--- config.mk ---
export PLATFORM = sky130hd
export DESIGN_NAME = dwsl_device_flat
export DESIGN_NICKNAME = d
export VERILOG_FILES = /design/src/design/dwsl_pkg.sv /design/src/design/dwsl_if.sv /design/src/design/dwsl_device.sv /design/src/flat_wrapper.sv
export SDC_FILE = /design/constraint.sdc
export NUM_CORES = 1
export LEC_CHECK = 0
export BUFFER_PORTS_ARGS = -buffer_cell sky130_fd_sc_hd__buf_2
export CORE_UTILIZATION = 40
export DETAILED_ROUTE_END_ITERATION = 8
export PLACE_DENSITY = 0.61
export RECOVER_POWER = 100
export SYNTH_ARGS = -nofsm -noshare
export SYNTH_HDL_FRONTEND = slang
export SYNTH_SLANG_ARGS = --single-unit
--- constraint.sdc ---
create_clock -name SYS_CLK -period 3 [get_ports SYS_CLK]
set_clock_uncertainty 0.05 [all_clocks]
set_input_delay 0.45 -clock SYS_CLK [delete_from_list [all_inputs] [get_ports SYS_CLK]]
set_output_delay 0.45 -clock SYS_CLK [all_outputs]
set_load 0.05 [all_outputs]
--- src/design/dwsl_pkg.sv ---
// shared constants for the dual wiper serial loader
package dwsl_pkg;
    localparam int FRAME_BITS = 17;
    localparam int TAP_BITS = 8;
    localparam logic [4:0] FRAME_LAST = 5'h10;
    localparam logic [7:0] TAP_RESET = 8'h00;
    localparam logic [16:0] FRAME_RESET = 17'h00000;
    localparam logic [4:0] CNT_RESET = 5'h00;
    // wiper one sits in bits 15:8, wiper zero in 7:0 after a full frame
    localparam int TAP_ONE_LSB = 8;
    localparam int TAP_ZERO_LSB = 0;
    // nominal step size of the resistor ladder, milliohm-free integer ohms
    localparam int STEP_OHMS = 86;
    localparam int TAP_POSITIONS = 256;
    // host side serial clock: link period 800 ns at 100 ns system clock
    localparam int SYS_PERIOD_NS = 100;
    localparam int LINK_PERIOD_NS = 800;
    localparam int HALF_CYCLES = LINK_PERIOD_NS / (2 * SYS_PERIOD_NS);
    localparam logic [2:0] HALF_LAST = 3'(HALF_CYCLES - 1);
    localparam logic [2:0] HALF_RESET = 3'h0;
endpackage

--- src/design/dwsl_if.sv ---
// pins between host and potentiometer serial loader
`timescale 1ns/1ns
interface dwsl_if;
    logic ser_clk;
    logic ser_din;
    logic wr_permit;
    logic ser_dout;
    modport dev (input ser_clk, input ser_din, input wr_permit,
        output ser_dout);
    modport host (output ser_clk, output ser_din, output wr_permit,
        input ser_dout);
endinterface

--- src/design/dwsl_device.sv ---
// potentiometer end: serial shift register and wiper tap latches
//
// Contract
// - accept exactly seventeen-bit frames, one bit per rising edge
// - host sends low lead bit first
// - next eight bits set wiper one tap
// - last eight bits set wiper zero tap
// - tap codes eight bits, msb first, 256 steps
// - each tap step is one 86 ohm increment
// - shift only while permit high, freeze otherwise
// - sample data on serial clock rising edge
// - old frame bits shift out while permitted
`timescale 1ns/1ns
module dwsl_device
(
    input wire logic SYS_CLK,
    input wire logic RST_B,
    dwsl_if.dev LINK,
    output logic [7:0] WIPER_ZERO_TAP,
    output logic [7:0] WIPER_ONE_TAP,
    output logic FRAME_OK
);
    logic [2:0] clk_sync_q;
    logic [1:0] din_sync_q;
    logic [1:0] en_sync_q;
    logic clk_rise;
    logic en_fall;
    logic en_prev_q;
    logic [16:0] shift_q;
    logic [4:0] count_q;
    logic dout_q;
    logic [7:0] w0_q;
    logic [7:0] w1_q;
    logic ok_q;

    // a frame counts only at exactly seventeen bits with a low lead bit
    function automatic logic frame_good(input logic [4:0] cnt,
        input logic lead);
        return (cnt == dwsl_pkg::FRAME_LAST + 5'h01) && !lead;
    endfunction

    // two stages before use; third stage only for edge finding
    always_ff @(posedge SYS_CLK or negedge RST_B)
    begin
        if (!RST_B)
        begin
            clk_sync_q <= 3'h0;
            din_sync_q <= 2'h0;
            en_sync_q <= 2'h0;
            en_prev_q <= 1'b0;
        end
        else
        begin
            clk_sync_q <= {clk_sync_q[1:0], LINK.ser_clk};
            din_sync_q <= {din_sync_q[0], LINK.ser_din};
            en_sync_q <= {en_sync_q[0], LINK.wr_permit};
            en_prev_q <= en_sync_q[1];
        end
    end

    assign clk_rise = clk_sync_q[1] && !clk_sync_q[2];
    assign en_fall = en_prev_q && !en_sync_q[1];

    // msb-first shift; the bit leaving the top goes out on the pin
    always_ff @(posedge SYS_CLK or negedge RST_B)
    begin
        if (!RST_B)
        begin
            shift_q <= dwsl_pkg::FRAME_RESET;
            dout_q <= 1'b0;
        end
        else if (clk_rise && en_sync_q[1])
        begin
            shift_q <= {shift_q[15:0], din_sync_q[1]};
            dout_q <= shift_q[16];
        end
    end

    // counts bits of the open frame; stops at eighteen so that a long
    // frame never looks like a complete one
    always_ff @(posedge SYS_CLK or negedge RST_B)
    begin
        if (!RST_B)
            count_q <= dwsl_pkg::CNT_RESET;
        else if (!en_sync_q[1])
            count_q <= dwsl_pkg::CNT_RESET;
        else if (clk_rise && count_q <= dwsl_pkg::FRAME_LAST + 5'h01)
            count_q <= count_q + 5'h01;
    end

    // taps move only on permit fall, and only for a complete frame;
    // short or long frames are dropped so a glitch cannot jolt volume
    always_ff @(posedge SYS_CLK or negedge RST_B)
    begin
        if (!RST_B)
        begin
            w0_q <= dwsl_pkg::TAP_RESET;
            w1_q <= dwsl_pkg::TAP_RESET;
            ok_q <= 1'b0;
        end
        else if (en_fall)
        begin
            ok_q <= frame_good(count_q, shift_q[16]);
            if (frame_good(count_q, shift_q[16]))
            begin
                w1_q <= shift_q[dwsl_pkg::TAP_ONE_LSB +:
                    dwsl_pkg::TAP_BITS];
                w0_q <= shift_q[dwsl_pkg::TAP_ZERO_LSB +:
                    dwsl_pkg::TAP_BITS];
            end
        end
    end

    assign LINK.ser_dout = dout_q;
    assign WIPER_ZERO_TAP = w0_q;
    assign WIPER_ONE_TAP = w1_q;
    assign FRAME_OK = ok_q;
endmodule // dwsl_device

--- src/flat_wrapper.sv ---
// flat-port wrapper written by rule: the top's interface ports become plain ports
module dwsl_device_flat 
  (SYS_CLK, RST_B, WIPER_ZERO_TAP, WIPER_ONE_TAP, FRAME_OK, LINK_ser_clk, LINK_ser_din, LINK_wr_permit, LINK_ser_dout);
  dwsl_if LINK_i ();
  input wire logic SYS_CLK;
  input wire logic RST_B;
  output logic [7:0] WIPER_ZERO_TAP;
  output logic [7:0] WIPER_ONE_TAP;
  output logic FRAME_OK;
  input wire logic [$bits(LINK_i.ser_clk)-1:0] LINK_ser_clk;
  input wire logic [$bits(LINK_i.ser_din)-1:0] LINK_ser_din;
  input wire logic [$bits(LINK_i.wr_permit)-1:0] LINK_wr_permit;
  output wire logic [$bits(LINK_i.ser_dout)-1:0] LINK_ser_dout;
  assign LINK_i.ser_clk = LINK_ser_clk;
  assign LINK_i.ser_din = LINK_ser_din;
  assign LINK_i.wr_permit = LINK_wr_permit;
  assign LINK_ser_dout = LINK_i.ser_dout;
  dwsl_device u_core (.SYS_CLK(SYS_CLK), .RST_B(RST_B), .LINK(LINK_i), .WIPER_ZERO_TAP(WIPER_ZERO_TAP), .WIPER_ONE_TAP(WIPER_ONE_TAP), .FRAME_OK(FRAME_OK));
endmodule
==> impl_metrics.toml, run 1 <==
[drt]
routed_wl_um = 2820
drt_pass1_iterations = 5
wire_per_inst_um = 14.2
first_iter_violations = 29
viasPerCell = 4.94
route.vias.total = 978
drc = 8
ant_nets = 0

[pwr]
p_sw_share_pct = 20.5
internal_power_uw = 1050
p_switching_uw = 270
power.share.sequential_pct = 56.5
p_leak_uw = 0.00102
clkPwrFrac_pct = 37.2
pwr-share-comb_pct = 6.2
finalPower_uw = 1320
vdd_drop_max_mv = 0.399
p_per_area_nw_per_um2 = 630

[grt]
grt_antenna_before_repair = 0
grt_max_degree = 49
grt_pass1_wl_um = 4810
gr-usage-all-layers_pct = 12.8
first_global_vias = 992
grt_remaining_overflow = 0

[setup_path]
reg2regPathDepth = 5
worstPathCellList = "inv_1 > ha_1 > or3b_1 > or4_4 > mux2_1"
cp_num_buf_inv = 1
cp.depth = 5
arrival_ps = 2330
slowest_stage = "or4_4"
worstSetupEndpointType = "flip-flop"
cp_slowest_stage_delay_ps = 640
path_max_fanout = 17
critPathKind = "reg2reg"
worst_path_dominant_cell_family = "simple AND/OR/NAND/NOR gates"
start_kind = "flip-flop"
required_ps = 3130

[cells_and_area]
layout_commonest_cell = "dfrtp_1"
fillers = 417
nets = 152
drive_above_1_share_pct = 27.4
final_cell_mix = "dfrtp_1, mux2_2, clkbuf_1, mux2_1, clkbuf_8"
final_core_util_pct = 47.0
regArea_sq_um = 1200
n_antenna_cell = 0
multi_input_area_sq_um = 596
area_delta_synth_final_pct = 11.0

[timing]
fmax_ghz = 0.454
hold_viol = 0
post-route-period-util_pct = 73.4
setup_viol = 0
setup_total_negative_slack_ps = 0
setup_ws_ps = 797
rsz0062_at_grt = "no"
slew_viol_final = 0
max_slew_margin_pct = 23.5
worstMarginPinSlew_ps = 1150
whs_ps = 213
finalCriticalPeriod_ps = 2200

[yosys]
synth_area_leaders = "dfrtp_1, mux2_2, mux2_4"
synth_xor_area_share_pct = 0
syn_inst = 120
synth_adder_area_share_pct = 1.33
synth_area_leader_cell = "dfrtp_1"
avgSynthCellArea_sq_um = 15.7
synth-simple-area-share_pct = 5.44
netlist_area_sq_um = 1880
synth_compound_area_share_pct = 3.45
yosysTopAreaCellShare_pct = 63.7
syn_nets = 127
synth-seq-cells = 48
netlist-cell-type-count = 26
seq_area_frac_synth_pct = 63.7
synth_top_family_by_area = "multiplexers"
synthMuxAreaShare_pct = 23.2
yosys_warnings = 0

[clocking]
htreeDepth = 2
clock_latency_ps = 290
path_clk_slew_ps = 80
cts.hold.buffers_added = 0
ctsRootBufferMaster = "clkbuf_8"
post_cts_resized = 0
numClockSinks = 48
cts_tree = "yes"
cts_made_buffers = 5
cts_max_path_buffers = 2
cts_setup_buffers = 0

[die]
rows = 24
die_h_um = 70.6
initial_utilization_pct = 42.4
core_sq_um = 4440
die-area_sq_um = 4990
floorplan.io_pins = 23
die_w_um = 70.6

[outcome]
violations = "design-rule violations"
status = "finished, violations left"

[placement]
globalplace.congestion = 0.787
dp_hpwl_um = 1850
numPortBuffers = 22
dp_slack_ps = 793

[min_path]
whs_path_depth = 1
hold_class = "in2reg"

[job]
drv_cap = 0
-- state kept, by name, indices dropped and copies added, names as in the netlist --
register,count
u_core.din_sync_q,2
u_core.LINK.ser_dout,1
u_core.FRAME_OK,1
u_core.clk_sync_q,3
u_core.en_sync_q,2
u_core.count_q,5
u_core.shift_q,17
u_core.WIPER_ONE_TAP,8
u_core.en_prev_q,1
u_core.WIPER_ZERO_TAP,8
-- Yosys cell counts --
master	n
dfrtp_1	48
mux2_2	25
mux2_4	9
nand2_1	5
inv_1	4
nand2b_1	4
a21oi_1	2
clkbuf_1	2
ha_1	2
mux2i_1	2
o211ai_1	2
a21bo_2	1
buf_12	1
buf_6	1
nand3_1	1
nand4_1	1
nor2_1	1
nor2b_1	1
nor4b_1	1
o21ai_0	1
o311ai_0	1
o31ai_1	1
o32ai_1	1
or3b_1	1
or4_2	1
or4_4	1
-- cells by family (layout without fill, tap and decap cells) --
group                      after synthesis  count (layout)
DFF                                     48              48
muxes                                   36              36
and+or+nand+nor                         17              17
AOI/OAI and AO/OA                        9               9
buffers and inverters                    8              34
adders and majority gates                2               2
-- metal layers --
layer  global-route usage, %  up-vias  routed length (um)
met5                       0        -                   0
met3                    3.42        4                 134
met1                    18.0      482                1400
li1                        -      471                   -
met4                    6.00        0                  38
met2                    18.7       21                1240
-- through the flow --
stage                     std cells  area [sq um]
final                           198          2090
after floorplan                 120          1880
after detailed placement        190          2020
after global routing            198          2090
after CTS                       198          2150
after global placement          190          2020
-- power by group through the flow --
stage / logic, uW / clock network [uW] / registers, uW
after floorplan: 63.9 / 0 / 744
after global placement: 80.9 / 0 / 754
after detailed placement: 84.7 / 0 / 759
after CTS: 85.8 / 509 / 745
after global routing: 92.8 / 534 / 753
final: 82.2 / 490 / 744
-- final cells by class --
cell class / instances / area share (%)
Tap cell: 52 / 3.11
Timing Repair Buffer: 22 / 4.19
Clock inverter: 1 / 1.44
Sequential cell: 48 / 57.5
Inverter: 4 / 0.718
Multi-Input combinational cell: 64 / 28.5
Clock buffer: 7 / 4.61
-- final timing paths --
check | startpoint | endpoint | slack, ps
setup / recovery | u_core.count_q[1] | u_core.WIPER_ONE_TAP[3] | 800
hold / removal | LINK_wr_permit | u_core.en_sync_q[0] | 210
setup reg to reg | u_core.count_q[1] | u_core.WIPER_ONE_TAP[3] | 800
hold reg to reg | u_core.en_sync_q[0] | u_core.en_sync_q[1] | 300
max in group asynchronous | RST_B | u_core.WIPER_ZERO_TAP[3] | 1880
min in group asynchronous | RST_B | u_core.FRAME_OK | 320
(Power assumes the default switching activity.)
==> inputs of run 2 (changes only) <==
==> constraint.sdc (replaced) <==
create_clock -name SYS_CLK -period 2.2 [get_ports SYS_CLK]
set_clock_uncertainty 0.05 [all_clocks]
set_input_delay 0.33 -clock SYS_CLK [delete_from_list [all_inputs] [get_ports SYS_CLK]]
set_output_delay 0.33 -clock SYS_CLK [all_outputs]
set_load 0.05 [all_outputs]
==> impl_metrics.toml, run 2 (same netlist as run 1, synthesis figures left out) <==
[timing]
max_slew_margin_pct = 24.2
post-route-period-util_pct = 94.2
finalCriticalPeriod_ps = 2070
setup_viol = 0
whs_ps = 86.7
slew_viol_final = 0
worstMarginPinSlew_ps = 1140
fmax_ghz = 0.483
setup_total_negative_slack_ps = 0
rsz0062_at_grt = "no"
hold_viol = 0

[placement]
numPortBuffers = 22
globalplace.congestion = 0.807
dp_hpwl_um = 1840

[drt]
routed_wl_um = 2810
route.vias.total = 1026
drc = 8
first_iter_violations = 32
wire_per_inst_um = 13.8
viasPerCell = 5.05
drt_pass1_iterations = 6
ant_nets = 0

[pwr]
p_sw_share_pct = 23.5
internal_power_uw = 1250
p_switching_uw = 384
vdd_drop_max_mv = 0.359
p_per_area_nw_per_um2 = 786
power.share.sequential_pct = 61.8
clkPwrFrac_pct = 30.8
p_leak_uw = 0.00102
pwr-share-comb_pct = 7.4

[cells_and_area]
fillers = 424
area_delta_synth_final_pct = 10.4
layout_commonest_cell = "dfrtp_1"
largest_register = "u_core.shift_q"
nets = 157
largest_reg_flops = 17
multi_input_area_sq_um = 596
drive_above_1_share_pct = 29.1
n_antenna_cell = 0
final_cell_mix = "dfrtp_1, mux2_2, clkbuf_1, mux2_1"
regArea_sq_um = 1200

[setup_path]
start_kind = "flip-flop"
reg2reg_from = "u_core.count_q[1]"
cp_num_buf_inv = 1
critPathKind = "reg2reg"
reg2regPathDepth = 5
arrival_ps = 2200
slowest_stage = "or4_4"
timing.rr.end = "u_core.WIPER_ONE_TAP[6]"
worstSetupEndpointType = "flip-flop"
worstPathCellList = "inv_1 > ha_1 > or3b_1 > or4_4 > mux2_1"
cp_slowest_stage_delay_ps = 580
reg2reg_setup_slack_ps = 130
required_ps = 2330
path_max_fanout = 17
worst_path_dominant_cell_family = "simple AND/OR/NAND/NOR gates"

[clocking]
path_clk_slew_ps = 80
cts_tree = "yes"
post_cts_resized = 0
numClockSinks = 48
cts_made_buffers = 5
cts_setup_buffers = 0
cts_max_path_buffers = 2
htreeDepth = 2
cts.hold.buffers_added = 0
ctsRootBufferMaster = "clkbuf_8"
clock_latency_ps = 300

[die]
floorplan.io_pins = 23
die-area_sq_um = 4990
core_sq_um = 4440
rows = 24
initial_utilization_pct = 42.4
die_w_um = 70.6
die_h_um = 70.6

[outcome]
status = "finished, violations left"
violations = "design-rule violations"

[grt]
gr-usage-all-layers_pct = 12.7
grt_max_degree = 49
grt_remaining_overflow = 0
grt_pass1_wl_um = 4830
first_global_vias = 1043
grt_antenna_before_repair = 0

[min_path]
whs_path_depth = 1
hp-start = "LINK_ser_clk"
whs_endpoint = "u_core.clk_sync_q[0]"
hold_class = "in2reg"

[job]
drv_cap = 0
-- run 2: changes by cell type in the layout (fill, tap and decap cells not counted) --
cell	before	now
clkbuf_8	7	5
clkinv_4	0	1
clkinv_2	0	2
bufinv_16	1	0
buf_4	0	2
buf_2	3	4
clkbuf_1	18	19
clkbuf_2	1	2
-- run 2: power by group through the flow --
stage                     Combinational [uW]  Sequential [uW]  Clock [uW]
after global placement                   121             1020           0
after CTS                                127             1010         531
after floorplan                         87.1             1020           0
after global routing                     137             1020         563
final                                    121             1010         504
after detailed placement                 126             1030           0
-- run 2: cell type report --
type,instances,share of cell area (%)
clock buffers,5,3.31
clock inverters,3,0.902
inverters,4,0.722
multi-input cells,64,28.6
flip-flops and latches,48,57.7
well taps,52,3.13
repair buffers,27,5.59
-- run 2: worst max-delay path by stage --
stage               cells after the start                       end  slack, ps              start
floorplan                               7   u_core.WIPER_ONE_TAP[0]         20  u_core.count_q[1]
global placement                        5  u_core.WIPER_ZERO_TAP[5]        100  u_core.count_q[1]
detailed placement                      5   u_core.WIPER_ONE_TAP[3]         70  u_core.count_q[1]
CTS                                     5   u_core.WIPER_ONE_TAP[3]         60  u_core.count_q[1]
global route                            5   u_core.WIPER_ONE_TAP[3]         40  u_core.count_q[1]
finish                                  5   u_core.WIPER_ONE_TAP[6]        130  u_core.count_q[1]
-- run 2: stage by stage --
step / std cells / worst slack (ps) / area (sq um) / power (uW) / util, %
after floorplan: 120 / 16.8 / 1880 / 1100 / -
after global placement: 195 / 102 / 2060 / 1150 / 46.3
after detailed placement: 195 / 65.8 / 2060 / 1160 / 46.3
after CTS: 203 / 55.8 / 2150 / 1670 / 48.3
after global routing: 203 / 43.2 / 2080 / 1720 / 46.8
final: 203 / 128 / 2080 / 1640 / 46.8
-- run 2: layer usage --
layer,routed length (um),global-route usage (%)
met5,0,0
met4,47,4.67
met1,1390,16.9
met2,1230,19.0
met3,140,4.70
==> inputs of run 3 (changes only) <==
--- a/config.mk
+++ b/config.mk
@@ -5,10 +5,10 @@
 export SDC_FILE = /design/constraint.sdc
 export NUM_CORES = 1
 export LEC_CHECK = 0
-export BUFFER_PORTS_ARGS = -buffer_cell sky130_fd_sc_hd__buf_2
 export CORE_UTILIZATION = 40
 export DETAILED_ROUTE_END_ITERATION = 8
-export PLACE_DENSITY = 0.61
+export DONT_BUFFER_PORTS = 1
+export PLACE_DENSITY = 0.57
 export RECOVER_POWER = 100
 export SYNTH_ARGS = -nofsm -noshare
 export SYNTH_HDL_FRONTEND = slang
==> impl_metrics.toml, run 3 (same netlist as run 1, synthesis figures left out) <==
[die]
rows = 24
core_sq_um = 4440
die-area_sq_um = 4990
die_w_um = 70.6
die_h_um = 70.6
floorplan.io_pins = 23
initial_utilization_pct = 42.4

[min_path]
hp-start = "u_core.en_sync_q[0]"
whs_endpoint = "u_core.en_sync_q[1]"
hold_class = "reg2reg"
whs_path_depth = 0

[timing]
setup_viol = 0
finalCriticalPeriod_ps = 2100
worstMarginPinSlew_ps = 1150
post-route-period-util_pct = 95.3
hold_viol = 0
setup_total_negative_slack_ps = 0
rsz0062_at_grt = "no"
fmax_ghz = 0.477
slew_viol_final = 0
max_slew_margin_pct = 23.3

[drt]
routed_wl_um = 2770
drt_pass1_iterations = 6
ant_nets = 0
first_iter_violations = 20
drc = 2
viasPerCell = 5.21
route.vias.total = 954
wire_per_inst_um = 15.1

[grt]
gr-usage-all-layers_pct = 12.6
grt_antenna_before_repair = 0
grt_pass1_wl_um = 4800
grt_remaining_overflow = 0
grt_max_degree = 49
first_global_vias = 979

[pwr]
vdd_drop_max_mv = 0.462
p_per_area_nw_per_um2 = 839
p_leak_uw = 0.00100

[setup_path]
worstSetupEndpointType = "flip-flop"
start_kind = "flip-flop"
reg2reg_setup_slack_ps = 100
slowest_stage = "or4_4"
cp_slowest_stage_delay_ps = 580
required_ps = 2320
arrival_ps = 2210
timing.rr.end = "u_core.WIPER_ONE_TAP[5]"
path_max_fanout = 17
reg2regPathDepth = 5
worstPathCellList = "inv_1 > ha_1 > or3b_1 > or4_4 > mux2_1"
critPathKind = "reg2reg"
reg2reg_from = "u_core.count_q[1]"

[clocking]
clock_latency_ps = 290
numClockSinks = 48
cts_max_path_buffers = 2
cts_made_buffers = 5
cts_setup_buffers = 0
path_clk_slew_ps = 80
cts_tree = "yes"
htreeDepth = 2
ctsRootBufferMaster = "clkbuf_8"

[cells_and_area]
largest_register = "u_core.shift_q"
fillers = 415
final_cell_mix = "dfrtp_1, mux2_2, mux2_1, nand2_1, clkbuf_8"
nets = 139
area_delta_synth_final_pct = 8.50
n_antenna_cell = 0
largest_reg_flops = 17
layout_commonest_cell = "dfrtp_1"
layoutNonFillerInstCount = 183
drive_above_1_share_pct = 29.0

[job]
drv_cap = 0

[placement]
placed_cells = 172
numPortBuffers = 0
globalplace.congestion = 0.833
dp_hpwl_um = 1800

[outcome]
status = "finished, violations left"
violations = "design-rule violations"
-- run 3: changes by cell type in the layout (fill, tap and decap cells not counted), sizes merged --
cell | previous run | this run
clkinv | 3 | 0
bufinv | 0 | 1
clkbuf | 26 | 8
buf | 6 | 2
dlygate4sd3 | 0 | 4
-- run 3: report_power, final --
part | internal, uW | leakage (uW) | switching, uW
Clock | 326 | 0.0000501 | 256
Sequential | 961 | 0.000639 | 48.9
Combinational | 71.9 | 0.000311 | 50.6
-- run 3: routing by layer --
metal / wire length [um] / vias to the layer above / track usage, % / share of wire (%)
met2: 1270 / 23 / 18.4 / 46
met5: 0 / - / 0 / 0
li1: - / 441 / - / -
met3: 159 / 6 / 5.70 / 5.7
met1: 1290 / 484 / 16.4 / 47
met4: 48 / 0 / 5.33 / 1.7
-- run 3: final cells by class --
| cell class | instances | area, sq um | area share (%) |
|---|---|---|---|
| clock buffer | 5 | 68.8 | 3.37 |
| clock inverter | 1 | 30.0 | 1.47 |
| inverter | 4 | 15.0 | 0.734 |
| multi-input combinational | 64 | 596 | 29.1 |
| sequential | 48 | 1200 | 58.8 |
| tap | 52 | 65.1 | 3.18 |
| timing repair buffer | 9 | 68.8 | 3.37 |
-- run 3: through the flow --
stage	cell area [sq um]	total power [uW]	hold slack [ps]	worst slack, ps	util, %
after floorplan	1880	1100	-15.6	16.8	-
after global placement	1940	1130	-13.9	95.2	43.7
after detailed placement	1940	1130	-14.4	53.4	43.7
after CTS	2080	1740	1.20	34.6	46.7
after global routing	2040	1800	313	31.5	46.0
final	2040	1710	303	104	46.0
-- run 3: how the worst max path moves through the flow --
stage,from,endpoint,slack (ps),cells after the start
floorplan,u_core.count_q[1],u_core.WIPER_ONE_TAP[0],20,7
global placement,u_core.count_q[1],u_core.WIPER_ZERO_TAP[6],100,5
detailed placement,u_core.count_q[1],u_core.WIPER_ONE_TAP[5],50,5
CTS,u_core.count_q[1],u_core.WIPER_ONE_TAP[5],30,5
global route,u_core.count_q[1],u_core.WIPER_ONE_TAP[5],30,5
finish,u_core.count_q[1],u_core.WIPER_ONE_TAP[5],100,5
-- run 3: what timing repair did --
action,4_1_cts,5_1_grt
hold buffers,2,3
setup endpoints to repair,0,12
resized for setup,0,0
hold endpoints to repair,48,3
-- run 3: critical path: cells and delay by family, from the launching register on --
| kind | cells | cell delay (ps) |
|---|---|---|
| and+or+nand+nor | 2 | 950 |
| DFF | 1 | 380 |
| muxes | 1 | 370 |
| adders and majority gates | 1 | 160 |
| buffers and inverters | 1 | 60 |
